## src/logic/gpt_pkg.sv

```systemverilog
// Constants, field layouts and types of the two general purpose timer groups
// Function
// - Each first-group timer selects timer, gated timer or counter mode independently.
// - Timer mode counts prescaled CPU clock; counter mode counts pin input events.
// - First-group finest count period is 500 ns at 16 MHz CPU clock.
// - Gated timer mode counts only while the gate pin level enables it.
// - Each first-group timer owns one pin input, used as gate or count input.
// - Software sets count direction; the direction pin may alter it dynamically.
// - Core timer A toggle latch inverts on every wrap and drives a pin.
// - Core timer A toggle latch may clock either auxiliary timer.
// - An auxiliary timer used as capture or reload register stops counting.
// - Capture: aux pin input event copies core timer A value into the aux timer.
// - Reload: core timer A loads from aux timer on pin or toggle transition.
// - Both aux timers reloading on opposite toggle transitions yield continuous PWM.
// - Timers run independently or chained within their own group only.
// - Second-group timers count prescaled CPU clock, finest period 250 ns at 16 MHz.
// - Software sets the count direction of each second-group timer.
// - Core timer B toggle latch inverts on wrap and may clock aux timer B.
// - Core timer B wrap may reload it from the capture/reload register.
// - Capture pin transition copies aux timer B into capture register, optional clear.
// - Each timer and the capture register has request flag, enable and priority.
package gpt_pkg;

  localparam int TMR_W = 16;
  localparam int PSC_W = 11;
  localparam int NUM_IRQ = 6;

  // Count resolution figures, referred to the CPU clock
  localparam int REF_CPU_MHZ = 16;
  localparam int G1_RES_NS = 500;
  localparam int G2_RES_NS = 250;
  localparam int G1_MIN_DIV = G1_RES_NS * REF_CPU_MHZ / 1000;
  localparam int G2_MIN_DIV = G2_RES_NS * REF_CPU_MHZ / 1000;
  localparam int G1_MIN_SHIFT = $clog2(G1_MIN_DIV);
  localparam int G2_MIN_SHIFT = $clog2(G2_MIN_DIV);

  // Register byte offsets
  localparam logic [7:0] OFS_CTRL_AUX_LO = 8'h00;
  localparam logic [7:0] OFS_CTRL_CORE_A = 8'h04;
  localparam logic [7:0] OFS_CTRL_AUX_HI = 8'h08;
  localparam logic [7:0] OFS_VAL_AUX_LO = 8'h10;
  localparam logic [7:0] OFS_VAL_CORE_A = 8'h14;
  localparam logic [7:0] OFS_VAL_AUX_HI = 8'h18;
  localparam logic [7:0] OFS_CTRL_CORE_B = 8'h20;
  localparam logic [7:0] OFS_CTRL_AUX_B = 8'h24;
  localparam logic [7:0] OFS_VAL_CORE_B = 8'h28;
  localparam logic [7:0] OFS_VAL_AUX_B = 8'h2C;
  localparam logic [7:0] OFS_CAP_RELOAD = 8'h30;
  localparam logic [7:0] OFS_IRQ_FLAG = 8'h34;
  localparam logic [7:0] OFS_IRQ_EN = 8'h38;
  localparam logic [7:0] OFS_IRQ_PRIO = 8'h3C;

  // Interrupt source positions
  localparam int IRQ_AUX_LO = 0;
  localparam int IRQ_CORE_A = 1;
  localparam int IRQ_AUX_HI = 2;
  localparam int IRQ_AUX_B = 3;
  localparam int IRQ_CORE_B = 4;
  localparam int IRQ_CAPREG = 5;

  typedef enum logic [1:0] {MODE_TIMER, MODE_GATED, MODE_COUNTER, MODE_CHAIN} mode_t;
  typedef enum logic [1:0] {SPEC_NONE, SPEC_CAPTURE, SPEC_RELOAD, SPEC_RSVD} spec_t;
  typedef enum logic [1:0] {EDGE_RISE, EDGE_FALL, EDGE_BOTH, EDGE_ANY} edge_t;

  // First-group control word, bit 0 is mode[0]
  typedef struct packed {
    logic run;
    logic [2:0] psc;
    logic tgl_out;
    logic rl_rise;
    logic rl_pin;
    spec_t spec;
    logic ext_dir;
    logic down;
    logic gate_hi;
    mode_t mode;
  } g1_ctrl_t;

  // Second-group control word, bit 0 is down
  typedef struct packed {
    logic run;
    logic [2:0] psc;
    logic clr_on_cap;
    edge_t cap_edge;
    logic reload_en;
    logic chain;
    logic down;
  } g2_ctrl_t;

  localparam int G1_CTRL_W = $bits(g1_ctrl_t);
  localparam int G2_CTRL_W = $bits(g2_ctrl_t);
  localparam g1_ctrl_t G1_CTRL_RST = g1_ctrl_t'(14'h0000);
  localparam g2_ctrl_t G2_CTRL_RST = g2_ctrl_t'(10'h000);
  localparam logic [TMR_W-1:0] TMR_RST = 16'h0000;
  localparam logic [TMR_W-1:0] TMR_MAX = 16'hFFFF;

endpackage

```

## src/logic/gpt_units.sv

```systemverilog
// Two general purpose timer groups with an APB register slave
//
// The implementer's own choices: the APB interface to the registers and the address map.
`timescale 1ns/100ps
module gpt_units (
  // Clock and reset
  input wire logic i_clk_sys,
  input wire logic i_reset_n,
  // APB slave
  input wire logic i_psel,
  input wire logic i_penable,
  input wire logic i_pwrite,
  input wire logic [7:0] i_paddr,
  input wire logic [31:0] i_pwdata,
  output logic [31:0] o_prdata,
  output logic o_pready,
  output logic o_pslverr,
  // Timer pins: index 0 aux lo, 1 core A, 2 aux hi
  input wire logic [2:0] i_timer_pin_input,
  input wire logic [2:0] i_direction_pin_input,
  input wire logic i_capture_pin_input,
  // Outputs
  output logic o_toggle_pin_output,
  output logic [gpt_pkg::NUM_IRQ-1:0] o_irq_req
);
  import gpt_pkg::*;

  g1_ctrl_t ctl [3];
  g2_ctrl_t ctl_b [2];
  logic [PSC_W-1:0] psc;
  logic [2:0] pin_q;
  logic cap_q;
  logic core_a_toggle_latch;
  logic core_b_toggle_latch;
  logic [TMR_W-1:0] capture_reload_reg;
  logic [NUM_IRQ-1:0] irq_flag;
  logic [NUM_IRQ-1:0] irq_en;
  logic [4*NUM_IRQ-1:0] irq_prio;
  logic [TMR_W-1:0] val [3];
  logic [TMR_W-1:0] val_b [2];
  logic [TMR_W-1:0] ld_val [3];
  logic [TMR_W-1:0] ld_val_b [2];
  logic [2:0] wrap, cnt_ev, up, ld_en, pin_rise, sw_wr;
  logic [1:0] wrap_b, cnt_ev_b, ld_en_b, sw_wr_b;
  logic tl_rise, tl_fall, tl_b_edge, cap_ev_b, cap_lo, cap_hi, rl_lo, rl_hi;
  logic wr_acc, rd_hit;
  logic [31:0] rd_data;

  // Tick of the prescaler divided by two to the k
  function automatic logic div_tick(input logic [PSC_W-1:0] cnt, input logic [3:0] k);
    logic [PSC_W-1:0] m;
    m = PSC_W'((12'd1 << k) - 12'd1);
    return (cnt & m) == m;
  endfunction

  // Shared free-running prescaler of the CPU clock
  always_ff @(posedge i_clk_sys or negedge i_reset_n) begin
    if (!i_reset_n) begin
      psc <= '0;
    end else begin
      psc <= psc + 1'b1;
    end
  end

  // Previous pin levels for edge detection
  always_ff @(posedge i_clk_sys or negedge i_reset_n) begin
    if (!i_reset_n) begin
      pin_q <= '0;
      cap_q <= 1'b0;
    end else begin
      pin_q <= i_timer_pin_input;
      cap_q <= i_capture_pin_input;
    end
  end

  assign pin_rise = i_timer_pin_input & ~pin_q;
  assign tl_rise = wrap[1] & ~core_a_toggle_latch;
  assign tl_fall = wrap[1] & core_a_toggle_latch;
  assign wr_acc = i_psel & i_penable & o_pready & i_pwrite;

  // First group: count event, direction and counter per timer
  for (genvar i = 0; i < 3; i++) begin : g_grp1
    logic tick;
    logic gate_ok;
    assign tick = ctl[i].run &&
                  div_tick(psc, 4'(G1_MIN_SHIFT) + {1'b0, ctl[i].psc});
    assign gate_ok = i_timer_pin_input[i] == ctl[i].gate_hi;
    always_comb begin
      case (ctl[i].mode)
        MODE_TIMER: cnt_ev[i] = tick;
        MODE_GATED: cnt_ev[i] = tick && gate_ok;
        MODE_COUNTER: cnt_ev[i] = ctl[i].run && pin_rise[i];
        default: cnt_ev[i] = ctl[i].run && i != 1 && wrap[1];
      endcase
      if (i != 1 && ctl[i].spec != SPEC_NONE) begin
        cnt_ev[i] = 1'b0;
      end
    end
    assign up[i] = ~(ctl[i].down ^ (ctl[i].ext_dir & i_direction_pin_input[i]));
    assign sw_wr[i] = wr_acc && i_paddr == OFS_VAL_AUX_LO + 8'(4 * i);
    timer_cell #(.W(TMR_W)) u_cell (
      .i_clk_sys(i_clk_sys),
      .i_reset_n(i_reset_n),
      .i_count(cnt_ev[i]),
      .i_up(up[i]),
      .i_load(ld_en[i]),
      .i_load_val(ld_val[i]),
      .o_value(val[i]),
      .o_wrap(wrap[i])
    );
  end

  // Capture and reload between core timer A and the aux timers
  assign cap_lo = ctl[0].spec == SPEC_CAPTURE && pin_rise[0];
  assign cap_hi = ctl[2].spec == SPEC_CAPTURE && pin_rise[2];
  assign rl_lo = ctl[0].spec == SPEC_RELOAD &&
                 (ctl[0].rl_pin ? pin_rise[0] : (ctl[0].rl_rise ? tl_rise : tl_fall));
  assign rl_hi = ctl[2].spec == SPEC_RELOAD &&
                 (ctl[2].rl_pin ? pin_rise[2] : (ctl[2].rl_rise ? tl_rise : tl_fall));

  always_comb begin
    ld_en = sw_wr;
    ld_val[0] = i_pwdata[TMR_W-1:0];
    ld_val[1] = i_pwdata[TMR_W-1:0];
    ld_val[2] = i_pwdata[TMR_W-1:0];
    if (!sw_wr[0] && cap_lo) begin
      ld_en[0] = 1'b1;
      ld_val[0] = val[1];
    end
    if (!sw_wr[2] && cap_hi) begin
      ld_en[2] = 1'b1;
      ld_val[2] = val[1];
    end
    // Alternating reload from both aux timers forms the PWM phases
    if (!sw_wr[1] && rl_lo) begin
      ld_en[1] = 1'b1;
      ld_val[1] = val[0];
    end else if (!sw_wr[1] && rl_hi) begin
      ld_en[1] = 1'b1;
      ld_val[1] = val[2];
    end
  end

  always_ff @(posedge i_clk_sys or negedge i_reset_n) begin
    if (!i_reset_n) begin
      core_a_toggle_latch <= 1'b0;
    end else if (wrap[1]) begin
      core_a_toggle_latch <= ~core_a_toggle_latch;
    end
  end

  always_ff @(posedge i_clk_sys or negedge i_reset_n) begin
    if (!i_reset_n) begin
      o_toggle_pin_output <= 1'b0;
    end else begin
      o_toggle_pin_output <= ctl[1].tgl_out & core_a_toggle_latch;
    end
  end

  // Second group: index 0 aux timer B, 1 core timer B
  assign tl_b_edge = wrap_b[1];
  for (genvar j = 0; j < 2; j++) begin : g_grp2
    logic tick;
    assign tick = ctl_b[j].run &&
                  div_tick(psc, 4'(G2_MIN_SHIFT) + {1'b0, ctl_b[j].psc});
    assign cnt_ev_b[j] = (j == 0 && ctl_b[j].chain) ? ctl_b[j].run && tl_b_edge : tick;
    assign sw_wr_b[j] = wr_acc && i_paddr == OFS_VAL_AUX_B - 8'(4 * j);
    timer_cell #(.W(TMR_W)) u_cell (
      .i_clk_sys(i_clk_sys),
      .i_reset_n(i_reset_n),
      .i_count(cnt_ev_b[j]),
      .i_up(~ctl_b[j].down),
      .i_load(ld_en_b[j]),
      .i_load_val(ld_val_b[j]),
      .o_value(val_b[j]),
      .o_wrap(wrap_b[j])
    );
  end

  always_comb begin
    case (ctl_b[0].cap_edge)
      EDGE_RISE: cap_ev_b = i_capture_pin_input & ~cap_q;
      EDGE_FALL: cap_ev_b = ~i_capture_pin_input & cap_q;
      default: cap_ev_b = i_capture_pin_input ^ cap_q;
    endcase
  end

  always_comb begin
    ld_en_b = sw_wr_b;
    ld_val_b[0] = i_pwdata[TMR_W-1:0];
    ld_val_b[1] = i_pwdata[TMR_W-1:0];
    if (!sw_wr_b[0] && cap_ev_b && ctl_b[0].clr_on_cap) begin
      ld_en_b[0] = 1'b1;
      ld_val_b[0] = TMR_RST;
    end
    if (!sw_wr_b[1] && wrap_b[1] && ctl_b[1].reload_en) begin
      ld_en_b[1] = 1'b1;
      ld_val_b[1] = capture_reload_reg;
    end
  end

  always_ff @(posedge i_clk_sys or negedge i_reset_n) begin
    if (!i_reset_n) begin
      core_b_toggle_latch <= 1'b0;
    end else if (wrap_b[1]) begin
      core_b_toggle_latch <= ~core_b_toggle_latch;
    end
  end

  // Capture wins over a software write in the same cycle
  always_ff @(posedge i_clk_sys or negedge i_reset_n) begin
    if (!i_reset_n) begin
      capture_reload_reg <= TMR_RST;
    end else if (cap_ev_b) begin
      capture_reload_reg <= val_b[0];
    end else if (wr_acc && i_paddr == OFS_CAP_RELOAD) begin
      capture_reload_reg <= i_pwdata[TMR_W-1:0];
    end
  end

  // Request flags: set by events, cleared by writing ones, set wins
  always_ff @(posedge i_clk_sys or negedge i_reset_n) begin
    if (!i_reset_n) begin
      irq_flag <= '0;
    end else begin
      irq_flag <= (irq_flag & ~((wr_acc && i_paddr == OFS_IRQ_FLAG) ?
                   i_pwdata[NUM_IRQ-1:0] : '0)) |
                  {cap_ev_b, wrap_b[1], wrap_b[0] | cap_ev_b,
                   wrap[2] | cap_hi, wrap[1], wrap[0] | cap_lo};
    end
  end

  always_ff @(posedge i_clk_sys or negedge i_reset_n) begin
    if (!i_reset_n) begin
      o_irq_req <= '0;
    end else begin
      o_irq_req <= irq_flag & irq_en;
    end
  end

  // Control registers
  always_ff @(posedge i_clk_sys or negedge i_reset_n) begin
    if (!i_reset_n) begin
      ctl[0] <= G1_CTRL_RST;
      ctl[1] <= G1_CTRL_RST;
      ctl[2] <= G1_CTRL_RST;
      ctl_b[0] <= G2_CTRL_RST;
      ctl_b[1] <= G2_CTRL_RST;
      irq_en <= '0;
      irq_prio <= '0;
    end else if (wr_acc) begin
      if (i_paddr == OFS_CTRL_AUX_LO) begin
        ctl[0] <= g1_ctrl_t'(i_pwdata[G1_CTRL_W-1:0]);
      end else if (i_paddr == OFS_CTRL_CORE_A) begin
        ctl[1] <= g1_ctrl_t'(i_pwdata[G1_CTRL_W-1:0]);
      end else if (i_paddr == OFS_CTRL_AUX_HI) begin
        ctl[2] <= g1_ctrl_t'(i_pwdata[G1_CTRL_W-1:0]);
      end else if (i_paddr == OFS_CTRL_AUX_B) begin
        ctl_b[0] <= g2_ctrl_t'(i_pwdata[G2_CTRL_W-1:0]);
      end else if (i_paddr == OFS_CTRL_CORE_B) begin
        ctl_b[1] <= g2_ctrl_t'(i_pwdata[G2_CTRL_W-1:0]);
      end else if (i_paddr == OFS_IRQ_EN) begin
        irq_en <= i_pwdata[NUM_IRQ-1:0];
      end else if (i_paddr == OFS_IRQ_PRIO) begin
        irq_prio <= i_pwdata[4*NUM_IRQ-1:0];
      end
    end
  end

  // Read decode
  always_comb begin
    rd_hit = 1'b1;
    rd_data = '0;
    if (i_paddr == OFS_CTRL_AUX_LO) begin
      rd_data = 32'(ctl[0]);
    end else if (i_paddr == OFS_CTRL_CORE_A) begin
      rd_data = 32'({core_a_toggle_latch, ctl[1]}) << 0;
    end else if (i_paddr == OFS_CTRL_AUX_HI) begin
      rd_data = 32'(ctl[2]);
    end else if (i_paddr == OFS_VAL_AUX_LO) begin
      rd_data = 32'(val[0]);
    end else if (i_paddr == OFS_VAL_CORE_A) begin
      rd_data = 32'(val[1]);
    end else if (i_paddr == OFS_VAL_AUX_HI) begin
      rd_data = 32'(val[2]);
    end else if (i_paddr == OFS_CTRL_CORE_B) begin
      rd_data = 32'({core_b_toggle_latch, ctl_b[1]});
    end else if (i_paddr == OFS_CTRL_AUX_B) begin
      rd_data = 32'(ctl_b[0]);
    end else if (i_paddr == OFS_VAL_CORE_B) begin
      rd_data = 32'(val_b[1]);
    end else if (i_paddr == OFS_VAL_AUX_B) begin
      rd_data = 32'(val_b[0]);
    end else if (i_paddr == OFS_CAP_RELOAD) begin
      rd_data = 32'(capture_reload_reg);
    end else if (i_paddr == OFS_IRQ_FLAG) begin
      rd_data = 32'(irq_flag);
    end else if (i_paddr == OFS_IRQ_EN) begin
      rd_data = 32'(irq_en);
    end else if (i_paddr == OFS_IRQ_PRIO) begin
      rd_data = 32'(irq_prio);
    end else begin
      rd_hit = 1'b0;
    end
  end

  // One wait state: ready in the second access cycle
  always_ff @(posedge i_clk_sys or negedge i_reset_n) begin
    if (!i_reset_n) begin
      o_pready <= 1'b0;
      o_pslverr <= 1'b0;
      o_prdata <= '0;
    end else begin
      o_pready <= i_psel & i_penable & ~o_pready;
      o_pslverr <= i_psel & i_penable & ~o_pready & ~rd_hit;
      if (i_psel && i_penable && !o_pready && !i_pwrite) begin
        o_prdata <= rd_data;
      end
    end
  end
endmodule

```

## src/logic/timer_cell.sv

```systemverilog
// One up/down counter with load and wrap pulse
`timescale 1ns/100ps
module timer_cell #(
  parameter int W = 16
) (
  // Clock and reset
  input wire logic i_clk_sys,
  input wire logic i_reset_n,
  // Control
  input wire logic i_count,
  input wire logic i_up,
  input wire logic i_load,
  input wire logic [W-1:0] i_load_val,
  // State
  output logic [W-1:0] o_value,
  output logic o_wrap
);

  always_ff @(posedge i_clk_sys or negedge i_reset_n) begin
    if (!i_reset_n) begin
      o_value <= '0;
    end else if (i_load) begin
      o_value <= i_load_val;
    end else if (i_count) begin
      o_value <= i_up ? o_value + 1'b1 : o_value - 1'b1;
    end
  end

  // Overflow at all ones going up, underflow at zero going down
  always_ff @(posedge i_clk_sys or negedge i_reset_n) begin
    if (!i_reset_n) begin
      o_wrap <= 1'b0;
    end else begin
      o_wrap <= !i_load && i_count && (i_up ? &o_value : ~|o_value);
    end
  end

endmodule
```

## config.mk

```make
export PLATFORM = sky130hd
export DESIGN_NAME = gpt_units
export DESIGN_NICKNAME = d
export VERILOG_FILES = /design/src/logic/gpt_pkg.sv /design/src/logic/gpt_units.sv /design/src/logic/timer_cell.sv
export SDC_FILE = /design/constraint.sdc
export NUM_CORES = 1
export LEC_CHECK = 0
export BUFFER_PORTS_ARGS = -buffer_cell sky130_fd_sc_hd__buf_2
export CAP_MARGIN = 40
export CORE_UTILIZATION = 50
export CTS_BUF_LIST = sky130_fd_sc_hd__clkbuf_8 sky130_fd_sc_hd__clkbuf_16
export DETAILED_ROUTE_END_ITERATION = 16
export GPL_TIMING_DRIVEN = 0
export PLACE_DENSITY = 0.7
export SLEW_MARGIN = 10
export SYNTH_ARGS = -nofsm -noshare
export SYNTH_HDL_FRONTEND = slang
export SYNTH_SLANG_ARGS = --single-unit
export TNS_END_PERCENT = 20
```

## constraint.sdc

```tcl
create_clock -name i_clk_sys -period 3.5 [get_ports i_clk_sys]
set_clock_uncertainty 0.1 [all_clocks]
set_input_delay 0.35 -clock i_clk_sys [delete_from_list [all_inputs] [get_ports i_clk_sys]]
set_output_delay 0.35 -clock i_clk_sys [all_outputs]
set_load 0.02 [all_outputs]
```

---- After elaboration in Yosys (flattened, before gate mapping) ----
Index checks and enable logic that the tools add are counted.
W data, S select, Z words.
operators by class
  equality and inequality tests ........... 32
  shift-type cells ........................ 5
  add/subtract/negate cells ............... 21
  reductions and logical operators ........ 93
  mux-type cells .......................... 74
  bitwise gates (word level) .............. 43
operators by type and width
  cell                     number
  $mux W16                 23
  $mux W24                 14
  $add A16 B1 Y16 const B  5
  $reduce_and A16 Y1       5
  $reduce_or A16 Y1        5
  $sub A16 B1 Y16 const B  5
  $eq A8 B6 Y1 const B     8
  $and A11 B11 Y11         5
  $eq A11 B11 Y1           5
  $shl A1 B4 Y11 const A   5
  $sub A11 B1 Y11 const B  5
  $logic_and A1 B1 Y1      46
  $mux W1                  32
  $eq A8 B5 Y1 const B     3
  $add A2 B3 Y4 const A    5
  $logic_not A1 Y1         17
  $reduce_bool A2 Y1       8
  $and A1 B1 Y1            13
  $and A6 B6 Y6            2
  $eq A2 B1 Y1 const B     6
  $not A1 Y1               12
  $add A11 B1 Y11 const B  1
  $eq A2 B2 Y1 const B     5
  $pmux W1 S3              3
  other kinds (20)         30
word-level totals
  output and inout bits ................... 41
  word-level logic and storage cells ...... 336
  input bits .............................. 52
  flip-flop bits (word level) ............. 257

---- Depth between registers and ports, before layout ----
Gate-level depths: netlist of the first run.
  depth in word-level cells ............... 17
  depth in mapped cells ................... 13
  depth with buffers taken out ............ 13

---- By module ----
A second synthesis of the first run with hierarchy kept.
second synthesis, totals
  cell total of the unflattened synthesis .. 2004
  area total of the unflattened synthesis .. 18682.9 µm²
by module, submodules not included
  module      area each (µm²)  cells an instance  sequential area each (µm²)  instances
  gpt_units   10913.0          1119               4103.9                      1
  timer_cell  1554.0           177                425.4                       5

---- Worst setup path before layout of the first run ----
OpenSTA, ideal clock, no wires.
  path kind ............................... register to register
  start ................................... reg ctl[17] (netlist name)
  end ..................................... reg g_grp1[1].u_cell.o_value[13]
  required time ........................... 3.275 ns
  arrival time ............................ 3.417 ns
  path slack .............................. -0.142 ns
  library setup time ...................... 0.125 ns
  period minus slack after synthesis ...... 3.642 ns
  buffers on the path ..................... 0
  stages on the path, launching flop included .. 12
  cells stage by stage .................... dfrtp_1 xnor2_1 ha_1 a211oi_1 o21ai_1 a211oi_1 nor2_1 a21o_1 a211oi_1 nor3_1 mux2_2 mux2_2
between the ends
  word-level cells in the longest chain between the ends .. 4
RTL lines
  what                    RTL line          text
  start: declaration      gpt_units.sv:28   g1_ctrl_t ctl [3];
  $xor A1 B1 Y1           gpt_units.sv:99   assign up[i] = ~(ctl[i].down ^ (ctl[i].ext_dir & i_direction_pin_input[i]));
  $mux W16                timer_cell.sv:25  o_value <= i_up ? o_value + 1'b1 : o_value - 1'b1;
  $mux W16                timer_cell.sv:24  end else if (i_count) begin
  $mux W16                timer_cell.sv:22  end else if (i_load) begin
  end signal: assignment  timer_cell.sv:23  o_value <= i_load_val;
  end signal: assignment  timer_cell.sv:25
  end: declaration        timer_cell.sv:15  output logic [W-1:0] o_value,
No other way between the ends. The select of a mux whose other input is x is not followed.
A chain may end at the register's enable or synchronous reset.

---- Worst setup path after layout of the first run ----
  start ................................... reg ctl[18] (netlist name)
  end ..................................... reg g_grp1[1].u_cell.o_value[13]
between the ends
  word-level cells in the longest chain between the ends .. 5
RTL lines
  what           RTL line
  $and A1 B1 Y1  gpt_units.sv:99
  $xor A1 B1 Y1  gpt_units.sv:99
  $mux W16       timer_cell.sv:25
  $mux W16       timer_cell.sv:24
  $mux W16       timer_cell.sv:22
No other way between the ends. The select of a mux whose other input is x is not followed.

==> results.ini, run 1 <==
[routing]
firstDrtPassIters = 6
drtIter0Drc = 1867
drt-wirelength-per-cell_um = 24.9
viasPerCell = 6.54
ant_nets = 0
num_vias = 15834
route.detailed.drc = 0
wl_um = 60200

[worst_setup_path]
path_delay_family = compound AO/OA/AOI/OAI gates
critical_path_buf_inv_count = 1
reg2regPathDepth = 13
cp-start-kind = flip-flop
worst-setup-path-type = flip-flop to flip-flop
cp-startpoint = ctl[18]
rr_endpoint = g_grp1[1].u_cell.o_value[13]
critical_path.max_fanout = 12
worstReg2RegStart = ctl[18]
crit_path_top_delay_cell = dfrtp_1
r2r_slack_ns = 0.11
cp_slowest_stage_delay_ns = 0.37
crit_chain = nand2_1 > xnor2_4 > buf_6 > ha_1 > a211oi_1 > o21ai_1 > a211oi_2 > nor2_1 > a21o_1 > a211oi_1 > nor3_1 > mux2_2 > mux2_2
critical_path.endpoint_type = flip-flop
cp.required_ns = 3.84
worst_ep_arrival_time_ns = 3.73

[logic_synthesis]
muxShareOfSynthArea_pct = 10.3
netlist_area_um2 = 16600
yosysMostFrequentCell = dfrtp_1
yosys.area.top_type = dfrtp_1
synth_edf_count = 0
ys_seq_area_share_pct = 37.5
ys.flop_type = dfrtp_1
synth-seq-cells = 249
synth_area_leaders = dfrtp_1, ha_1, mux2_2, a21oi_1, nand2_1
yosys.area_share.simple_pct = 15.6
ys_async_sr_fraction_pct = 100
synth-xor-area-share_pct = 4.80
synth_top_family_by_area = compound AO/OA/AOI/OAI gates
synth_cell_types = 83
syn_area_per_cell_um2 = 9.15
synthCells = 1815
synth_top_area_share_pct = 37.5
ys_warn_count = 0
synth-compound-area-share_pct = 21.1
synth_fa_ha_area_share_pct = 7.09
synthTopCellsByCount = dfrtp_1, a21oi_1, nand2_1

[timing]
period_minus_slack_ns = 3.39
hold_viol_final = 0
slew_violations = 0
maxSlewHeadroom_pct = 40.2
max_slew.worst_pin.slew_ns = 0.897
clock.fmax_mhz = 295
rsz0062_at_grt = true
fin_crit_sh_pct = 96.8
worst_slack_ns = 0.113
finalSetupViolCount = 0

[min_path]
hp-start = i_pwdata[5]
hold_class = primary input to flip-flop
min_to = irq_flag[5]
min_path_cells = 3

[clocking]
clkTransAtPathRegs_ns = 0.06
cts.sinks = 249
root_buffer = clkbuf_16
clk_latency_ns = 0.56
htreeDepth = 1
cts_tree = built
cts.path.max_buffers = 3
numCtsBuffers = 29

[power]
swShare_pct = 25.4
pwr-share-comb_pct = 9.8
power.internal_mw = 5.27
p_leak_nw = 9.08
pwr-share-seq_pct = 43.0
switching_power_mw = 1.79
powerDensity_nw_per_um2 = 370
p_total_mw = 7.06
ir_drop_mv = 0.352
pwr-share-clk_pct = 47.3

[cells_and_area]
largest_register_ffs = 48
syn_to_final_growth_pct = 14.9
top_regs = g_grp1.u_cell.o_value: 48 flops, ctl: 42 flops, g_grp2.u_cell.o_value: 32 flops
drive_gt1_share_pct = 15.4
finalNonFillerCells = 2421
final_area_um2 = 19100
fillers = 2915
final-seq-area_um2 = 6240
regMostFlops = g_grp1.u_cell.o_value
nets = 2100
multi_input_area_um2 = 9910
post-route-util_pct = 58.5

[placed_design]
pre_cts_ws_ns = -0.402
placed_area_um2 = 17700
place_hpwl_um = 44800
io_buffer_count = 70
placed_cells = 2347
gp_congestion = 1.01

[global_route]
track_usage_pct = 35.6
grt.overflow.total = 0
antenna_found_initial = 1
grt_pass1_vias = 15153
grt_pass1_wl_um = 91100
grt_max_degree = 112

[job]
max_cap_violations = 0

[status]
status = completed

[floorplan]
row_count = 66
die_h_um = 184
die_x_um = 184
num_io_pins = 93
core_area_um2 = 32600
die_area_um2 = 33900
initial_core_util_pct = 50.9

-- layer usage --
layer  GRT usage, %  share of wire, %  vias to the layer above
met3           7.77                11                      194
met2           54.5                43                      909
li1               -                 -                     7007
met5              0                 0                        -
met4           14.3               4.5                        0
met1           48.7                42                     7724
-- how the worst max path moves through the flow --
stage                     slack (ns)  cells after the start                            to
after floorplan                 0.21                     11  g_grp1[1].u_cell.o_value[13]
after global placement         -2.65                      1   g_grp1[1].u_cell.o_value[5]
after detailed placement       -0.40                     13  g_grp1[2].u_cell.o_value[15]
after CTS                      -0.04                     12  g_grp1[2].u_cell.o_value[15]
after global routing           -0.02                     13  g_grp1[1].u_cell.o_value[13]
final                           0.11                     13  g_grp1[1].u_cell.o_value[13]
-- what timing repair did --
| item | CTS | global route |
|---|---|---|
| setup endpoints to repair | 28 | 41 |
| hold buffers | 14 | 0 |
| endpoints found under the hold margin | 57 | 0 |
| pin swaps | 1 | 6 |
| gates resized for setup | 9 | 17 |
| buffers inserted | 0 | 6 |
-- power groups by stage --
stage	logic, mW	registers [mW]	clock network [mW]
2_1_floorplan	0.355	3.06	0
3_3_place_gp	0.619	3.08	0
3_5_place_dp	0.652	3.08	0
4_1_cts	0.668	3.03	3.35
5_1_grt	0.747	3.03	3.46
6_report	0.690	3.03	3.34
-- cells by family after synthesis --
family	count (synthesis)
adders and majority gates	91
buffers and inverters	142
xor gates and xnor gates	91
AOI/OAI and AO/OA	553
DFF	249
and+or+nand+nor	538
other	1
muxes	150
-- cells in the final DEF, fill, tap and decap left out, types with 12 or more instances in the layout --
cell type	instances
dfrtp_1	245
a21oi_1	162
nand2_1	158
nor2_1	141
buf_2	90
mux2_2	90
ha_1	86
o21ai_0	85
xnor2_1	63
clkbuf_1	61
o22ai_1	60
inv_1	47
nor3_1	46
mux2i_1	43
o21ai_1	36
nand3_1	35
a21o_1	33
nor4_1	29
clkbuf_16	29
a22oi_1	28
nand4_1	27
xor2_1	25
a211oi_1	20
a31oi_1	19
and2_1	17
and3_1	16
buf_4	16
a221o_1	15
nor2b_1	14
dlygate4sd3_1	14
o21a_1	12
-- worst register-to-register path: cells and delay by family (launching register included) --
kind	cells	cell delay, ns
simple gates	3	0.34
flops	1	0.37
compound gates	5	1.21
buf+inv	1	0.20
mux	2	0.52
fa+ha+maj	1	0.26
xor+xnor	1	0.26
-- final cells by class --
class,count,area share [%]
Antenna cell,1,0.0131
Buffer,95,2.20
Clock buffer,32,4.02
Clock inverter,20,1.42
Inverter,47,0.951
Multi-Input combinational cell,1431,51.9
Sequential cell,249,32.7
Tap cell,442,2.90
Timing Repair Buffer,104,3.86
-- through the flow --
stage / TNS (ns) / hold slack, ns
floorplan: 0 / -0.0456
detailed placement: -4.71 / 0.183
finish: 0 / 0.0957
global placement: -658.01 / 0.323
CTS: -0.0394 / 0.0773
global route: -0.0628 / 0.0817
Power figures use the tool's default switching activity.
==> run 2: changes to the inputs <==
--- a/config.mk
+++ b/config.mk
@@ -8,7 +8,6 @@
 export BUFFER_PORTS_ARGS = -buffer_cell sky130_fd_sc_hd__buf_2
 export CAP_MARGIN = 40
 export CORE_UTILIZATION = 50
-export CTS_BUF_LIST = sky130_fd_sc_hd__clkbuf_8 sky130_fd_sc_hd__clkbuf_16
 export DETAILED_ROUTE_END_ITERATION = 16
 export GPL_TIMING_DRIVEN = 0
 export PLACE_DENSITY = 0.7
==> results.ini, run 2 (synthesis results as in run 1) <==
[floorplan]
die_area_um2 = 33900  ; unchanged
die_h_um = 184  ; unchanged
core_area_um2 = 32600  ; unchanged
initial_core_util_pct = 50.9  ; unchanged
num_io_pins = 93  ; unchanged
die_x_um = 184  ; unchanged
row_count = 66  ; unchanged

[global_route]
grt_pass1_wl_um = 91100  ; about the same
grt_pass1_vias = 15153  ; unchanged
grt.overflow.total = 0  ; unchanged
grt_max_degree = 112  ; unchanged
track_usage_pct = 35.6  ; about the same
antenna_found_initial = 1  ; unchanged

[cells_and_area]
largest_register_ffs = 48  ; unchanged
post-route-util_pct = 58.5  ; unchanged
syn_to_final_growth_pct = 14.9  ; unchanged
top_regs = g_grp1.u_cell.o_value: 48 flops, ctl: 42 flops, g_grp2.u_cell.o_value: 32 flops
nets = 2100  ; unchanged
regMostFlops = g_grp1.u_cell.o_value
final_common_cell = dfrtp_1
drive_gt1_share_pct = 15.4  ; unchanged
final_cell_mix = dfrtp_1, a21oi_1, nand2_1
fillers = 2915  ; unchanged

[power]
p_leak_nw = 9.05  ; -0.27%
ir_drop_mv = 0.351  ; -0.32%
powerDensity_nw_per_um2 = 371  ; +0.28%

[min_path]
min_path_cells = 3  ; unchanged
min_to = irq_flag[5]
hp-start = i_pwdata[5]
hold_class = primary input to flip-flop

[clocking]
cts_tree = built
cts.path.max_buffers = 3  ; unchanged
clkTransAtPathRegs_ns = 0.06  ; about the same
root_buffer = clkbuf_16
cts.sinks = 249  ; unchanged
htreeDepth = 1  ; unchanged
clk_latency_ns = 0.56  ; about the same
numCtsBuffers = 29  ; unchanged

[timing]
max_slew.worst_pin.slew_ns = 0.908  ; +0.0112 ns
period_minus_slack_ns = 3.39  ; -0.00117 ns
rsz0062_at_grt = true
finalSetupViolCount = 0  ; unchanged
maxSlewHeadroom_pct = 39.4  ; -0.75 points
fin_crit_sh_pct = 96.7  ; about the same
hold_viol_final = 0  ; unchanged
clock.fmax_mhz = 295  ; about the same
slew_violations = 0  ; unchanged
whs_ns = 0.0946  ; -0.00110 ns

[placed_design]
gp_congestion = 1.01  ; unchanged
io_buffer_count = 70  ; unchanged
place_hpwl_um = 44800  ; unchanged

[worst_setup_path]
cp-start-kind = flip-flop
worst_ep_arrival_time_ns = 3.73  ; about the same
rr_endpoint = g_grp1[1].u_cell.o_value[13]
worst-setup-path-type = flip-flop to flip-flop
r2r_slack_ns = 0.11  ; about the same
critical_path.max_fanout = 12  ; unchanged
critical_path.endpoint_type = flip-flop
reg2regPathDepth = 13  ; unchanged
cp.required_ns = 3.84  ; about the same
worstReg2RegStart = ctl[18]

[routing]
firstDrtPassIters = 6  ; unchanged
drtIter0Drc = 1881  ; +0.75%
ant_nets = 0  ; unchanged
viasPerCell = 6.54  ; about the same
route.detailed.drc = 0  ; unchanged
wl_um = 60200  ; about the same
num_vias = 15845  ; +0.069%
drt-wirelength-per-cell_um = 24.9  ; about the same

[job]
max_cap_violations = 0  ; unchanged

[status]
status = completed

-- run 2: cell types whose count changed in the layout (fill, tap and decap cells not counted) --
cell,before,now
inv_1,47,41
clkbuf_1,61,67
-- run 2: worst max-delay path by stage --
stage / from / end / slack (ns) / depth (start not counted)
final: ctl[18] / g_grp1[1].u_cell.o_value[13] / 0.11 / 13
after global routing: ctl[18] / g_grp1[1].u_cell.o_value[13] / -0.02 / 13
after CTS: ctl[4] / g_grp1[2].u_cell.o_value[15] / -0.04 / 12
after detailed placement: i_direction_pin_input[2] / g_grp1[2].u_cell.o_value[15] / -0.40 / 13
after global placement: i_reset_n / g_grp1[1].u_cell.o_value[5] / -2.65 / 1
after floorplan: ctl[17] / g_grp1[1].u_cell.o_value[13] / 0.21 / 11
-- run 2: what timing repair did --
action	in CTS	in global routing
pin swaps	1	6
buffers inserted	0	6
endpoints found under the hold margin	57	0
endpoints found under the setup margin	28	41
resized for setup	9	17
hold buffers	14	0
-- run 2: area by class of cell --
class                      count  area, µm²  share of cell area, %
multi-input combinational   1431       9910                   51.9
antenna                        1       2.50                 0.0131
buffer                        95        419                   2.20
clock inverter                14        248                   1.30
clock buffer                  38        790                   4.14
timing repair buffer         104        737                   3.86
tap                          442        553                   2.90
inverter                      47        181                  0.951
sequential                   249       6240                   32.7
-- run 2: per-layer routing --
layer | track usage, % | vias to the layer above | wire (µm)
met4 | 14.3 | 0 | 2820
met5 | 0 | - | 0
li1 | - | 7005 | -
met2 | 54.5 | 927 | 26000
met1 | 48.7 | 7709 | 24700
met3 | 7.77 | 204 | 6590
-- run 2: per-stage QoR --
step           setup slack (ns)  cells  power (mW)  instance area (µm²)  setup TNS, ns
3_3_place_gp              -2.65   2334        3.70                17500        -658.01
6_report                  0.114   2421        7.08                19100              0
5_1_grt                 -0.0243   2420        7.26                19100        -0.0628
4_1_cts                 -0.0389   2413        7.06                19000        -0.0399
2_1_floorplan             0.214   1822        3.42                16600              0
3_5_place_dp             -0.402   2347        3.73                17700          -4.71
-- run 2: report_power, final --
part,internal (mW),leakage [nW],switching (mW)
combinational,0.260,5.19,0.429
sequential,2.94,3.35,0.0982
clock,2.09,0.509,1.27
-- run 2: worst max-delay path: stages, from the launching register on --
cell,delay [ns]
dfrtp_1,0.37
nand2_1,0.14
xnor2_4,0.26
buf_6,0.19
ha_1,0.25
a211oi_1,0.34
o21ai_1,0.19
a211oi_2,0.27
nor2_1,0.11
a21o_1,0.19
a211oi_1,0.22
nor3_1,0.09
mux2_2,0.27
mux2_2,0.25
==> run 3: changes to the inputs <==
--- a/config.mk
+++ b/config.mk
@@ -7,6 +7,7 @@
 export LEC_CHECK = 0
 export BUFFER_PORTS_ARGS = -buffer_cell sky130_fd_sc_hd__buf_2
 export CAP_MARGIN = 40
+export CORE_MARGIN = 4
 export CORE_UTILIZATION = 50
 export DETAILED_ROUTE_END_ITERATION = 16
 export GPL_TIMING_DRIVEN = 0
==> results.ini, run 3 (synthesis results as in run 1) <==
[timing]
period_minus_slack_ns = 3.48  ; +0.0975 ns
slew_violations = 0  ; unchanged
whs_ns = 0.0862  ; -0.00840 ns
finalSetupViolCount = 0  ; unchanged
rsz0062_at_grt = true
clock.fmax_mhz = 287  ; -2.8%
hold_viol_final = 0  ; unchanged
max_slew.worst_pin.slew_ns = 0.945  ; +0.0362 ns
worst_slack_ns = 0.0165  ; -0.0975 ns
maxSlewHeadroom_pct = 35.4  ; -4.0 points
fin_crit_sh_pct = 99.5  ; +2.8 points

[cells_and_area]
nets = 2102  ; +0.095%
syn_to_final_growth_pct = 15.2
largest_register_ffs = 48  ; unchanged
top_regs = g_grp1.u_cell.o_value: 48 flops, ctl: 42 flops, g_grp2.u_cell.o_value: 32 flops
final_common_cell = dfrtp_1
fillers = 2913  ; -0.069%
post-route-util_pct = 58.6  ; +0.13 points
drive_gt1_share_pct = 15.8  ; +0.40 points
finalNonFillerCells = 2421  ; unchanged
final_cell_mix = dfrtp_1, a21oi_1, nand2_1
regMostFlops = g_grp1.u_cell.o_value
antenna_cells = 0  ; -1

[floorplan]
die_x_um = 190  ; +3.3%
row_count = 66  ; unchanged
die_h_um = 190  ; +3.3%
num_io_pins = 93  ; unchanged
initial_core_util_pct = 50.9  ; unchanged
core_area_um2 = 32600  ; unchanged
die_area_um2 = 36200  ; +6.6%

[placed_design]
placed_cells = 2347  ; unchanged
io_buffer_count = 70  ; unchanged
place_hpwl_um = 45000  ; +0.26%
pre_cts_ws_ns = -0.462  ; -0.0597 ns
gp_congestion = 1.00  ; -1.3%

[global_route]
grt_pass1_wl_um = 92200  ; +1.2%
antenna_found_initial = 4  ; +3
track_usage_pct = 32.8  ; -2.7 points
grt_pass1_vias = 15245  ; +0.61%
grt.overflow.total = 0  ; unchanged
grt_max_degree = 101  ; -9.8%

[power]
ir_drop_mv = 0.346  ; -1.4%
powerDensity_nw_per_um2 = 372  ; +0.17%
p_leak_nw = 9.09  ; +0.41%

[min_path]
hold_class = primary input to flip-flop

[clocking]
clk_latency_ns = 0.56  ; about the same
root_buffer = clkbuf_16
cts.path.max_buffers = 3  ; unchanged
cts_tree = built
numCtsBuffers = 29  ; unchanged
htreeDepth = 1  ; unchanged
cts.sinks = 249  ; unchanged
clkTransAtPathRegs_ns = 0.06  ; about the same

[worst_setup_path]
r2r_slack_ns = 0.02  ; -0.10 ns
worst_ep_arrival_time_ns = 3.82  ; +0.09 ns
cp-start-kind = flip-flop
critical_path.endpoint_type = flip-flop
worst-setup-path-type = flip-flop to flip-flop
cp.required_ns = 3.84  ; about the same
critical_path.max_fanout = 4  ; -8

[job]
max_cap_violations = 0  ; unchanged

[routing]
ant_nets = 0  ; unchanged
firstDrtPassIters = 7  ; +1
drt-wirelength-per-cell_um = 25.1  ; +1.0%
wl_um = 60800  ; +1.0%
drtIter0Drc = 2059  ; +9.5%
num_vias = 15927  ; +0.52%
viasPerCell = 6.58  ; +0.52%
route.detailed.drc = 0  ; unchanged

[status]
status = completed

-- run 3: cell types whose count changed in the layout (fill, tap and decap cells not counted), moves of 2 or more --
cell,previous run,this run
clkbuf_1,67,61
buf_4,16,19
a211oi_1,20,18
a211oi_2,3,5
a21oi_1,162,164
a21oi_2,5,3
clkbuf_8,3,5
-- run 3: metal layers --
layer | wire (µm) | vias to the layer above | track usage [%]
li1 | - | 7014 | -
met1 | 24900 | 7762 | 46.7
met2 | 26500 | 964 | 49.5
met3 | 6460 | 183 | 6.72
met4 | 2860 | 4 | 13.0
met5 | 24 | - | 0
-- run 3: critical path: stages, from the launching register on --
cell and delay (ns):
dfrtp_1 0.38, nand2_1 0.15, xnor2_4 0.32, buf_4 0.18, ha_1 0.23, a211oi_1 0.36, o21ai_1 0.19, a211oi_2 0.26
nor2_1 0.11, a21o_1 0.19, a211oi_1 0.26, nor3_1 0.10, mux2_2 0.27, mux2_2 0.26
-- run 3: power by group --
group	switching [mW]	leakage (nW)	internal, mW
sequential	0.0974	3.35	2.94
clock	1.26	0.526	2.13
combinational	0.435	5.21	0.256
-- run 3: timing repair --
item / CTS / global route
hold buffers: 14 / 0
hold endpoints to repair: 87 / 0
setup endpoints to repair: 24 / 34
setup buffers: 0 / 8
pin swaps: 1 / 4
resized for setup: 9 / 19
-- run 3: per-stage QoR --
step	power, mW	instance area, µm²	setup TNS [ns]
final	7.11	19100	0
after floorplan	3.42	16600	0
after global routing	7.32	19100	-0.0691
after global placement	3.70	17500	-658.60
after CTS	7.10	19000	0
after detailed placement	3.73	17700	-3.81
-- run 3: final cells by class --
| class | count | area (µm²) | share of cell area [%] |
|---|---|---|---|
| inverter | 47 | 181 | 0.949 |
| sequential | 249 | 6240 | 32.6 |
| clock buffer | 35 | 798 | 4.17 |
| buffer | 95 | 420 | 2.20 |
| tap | 442 | 553 | 2.89 |
| multi-input combinational | 1431 | 9900 | 51.8 |
| clock inverter | 16 | 265 | 1.39 |
| timing repair buffer | 106 | 766 | 4.00 |
-- run 3: path summary, 6_finish.rpt --
kind	from	end	depth (start not counted)
max reg2reg	ctl[18]	g_grp1[1].u_cell.o_value[13]	13
min reg2reg	g_grp1[2].u_cell.o_wrap	irq_flag[2]	1
min in group asynchronous	i_reset_n	g_grp2[1].u_cell.o_value[10]	2
max	ctl[18]	g_grp1[1].u_cell.o_value[13]	13
min	i_pwdata[2]	irq_flag[2]	3
max in group asynchronous	i_reset_n	g_grp1[1].u_cell.o_value[4]	3
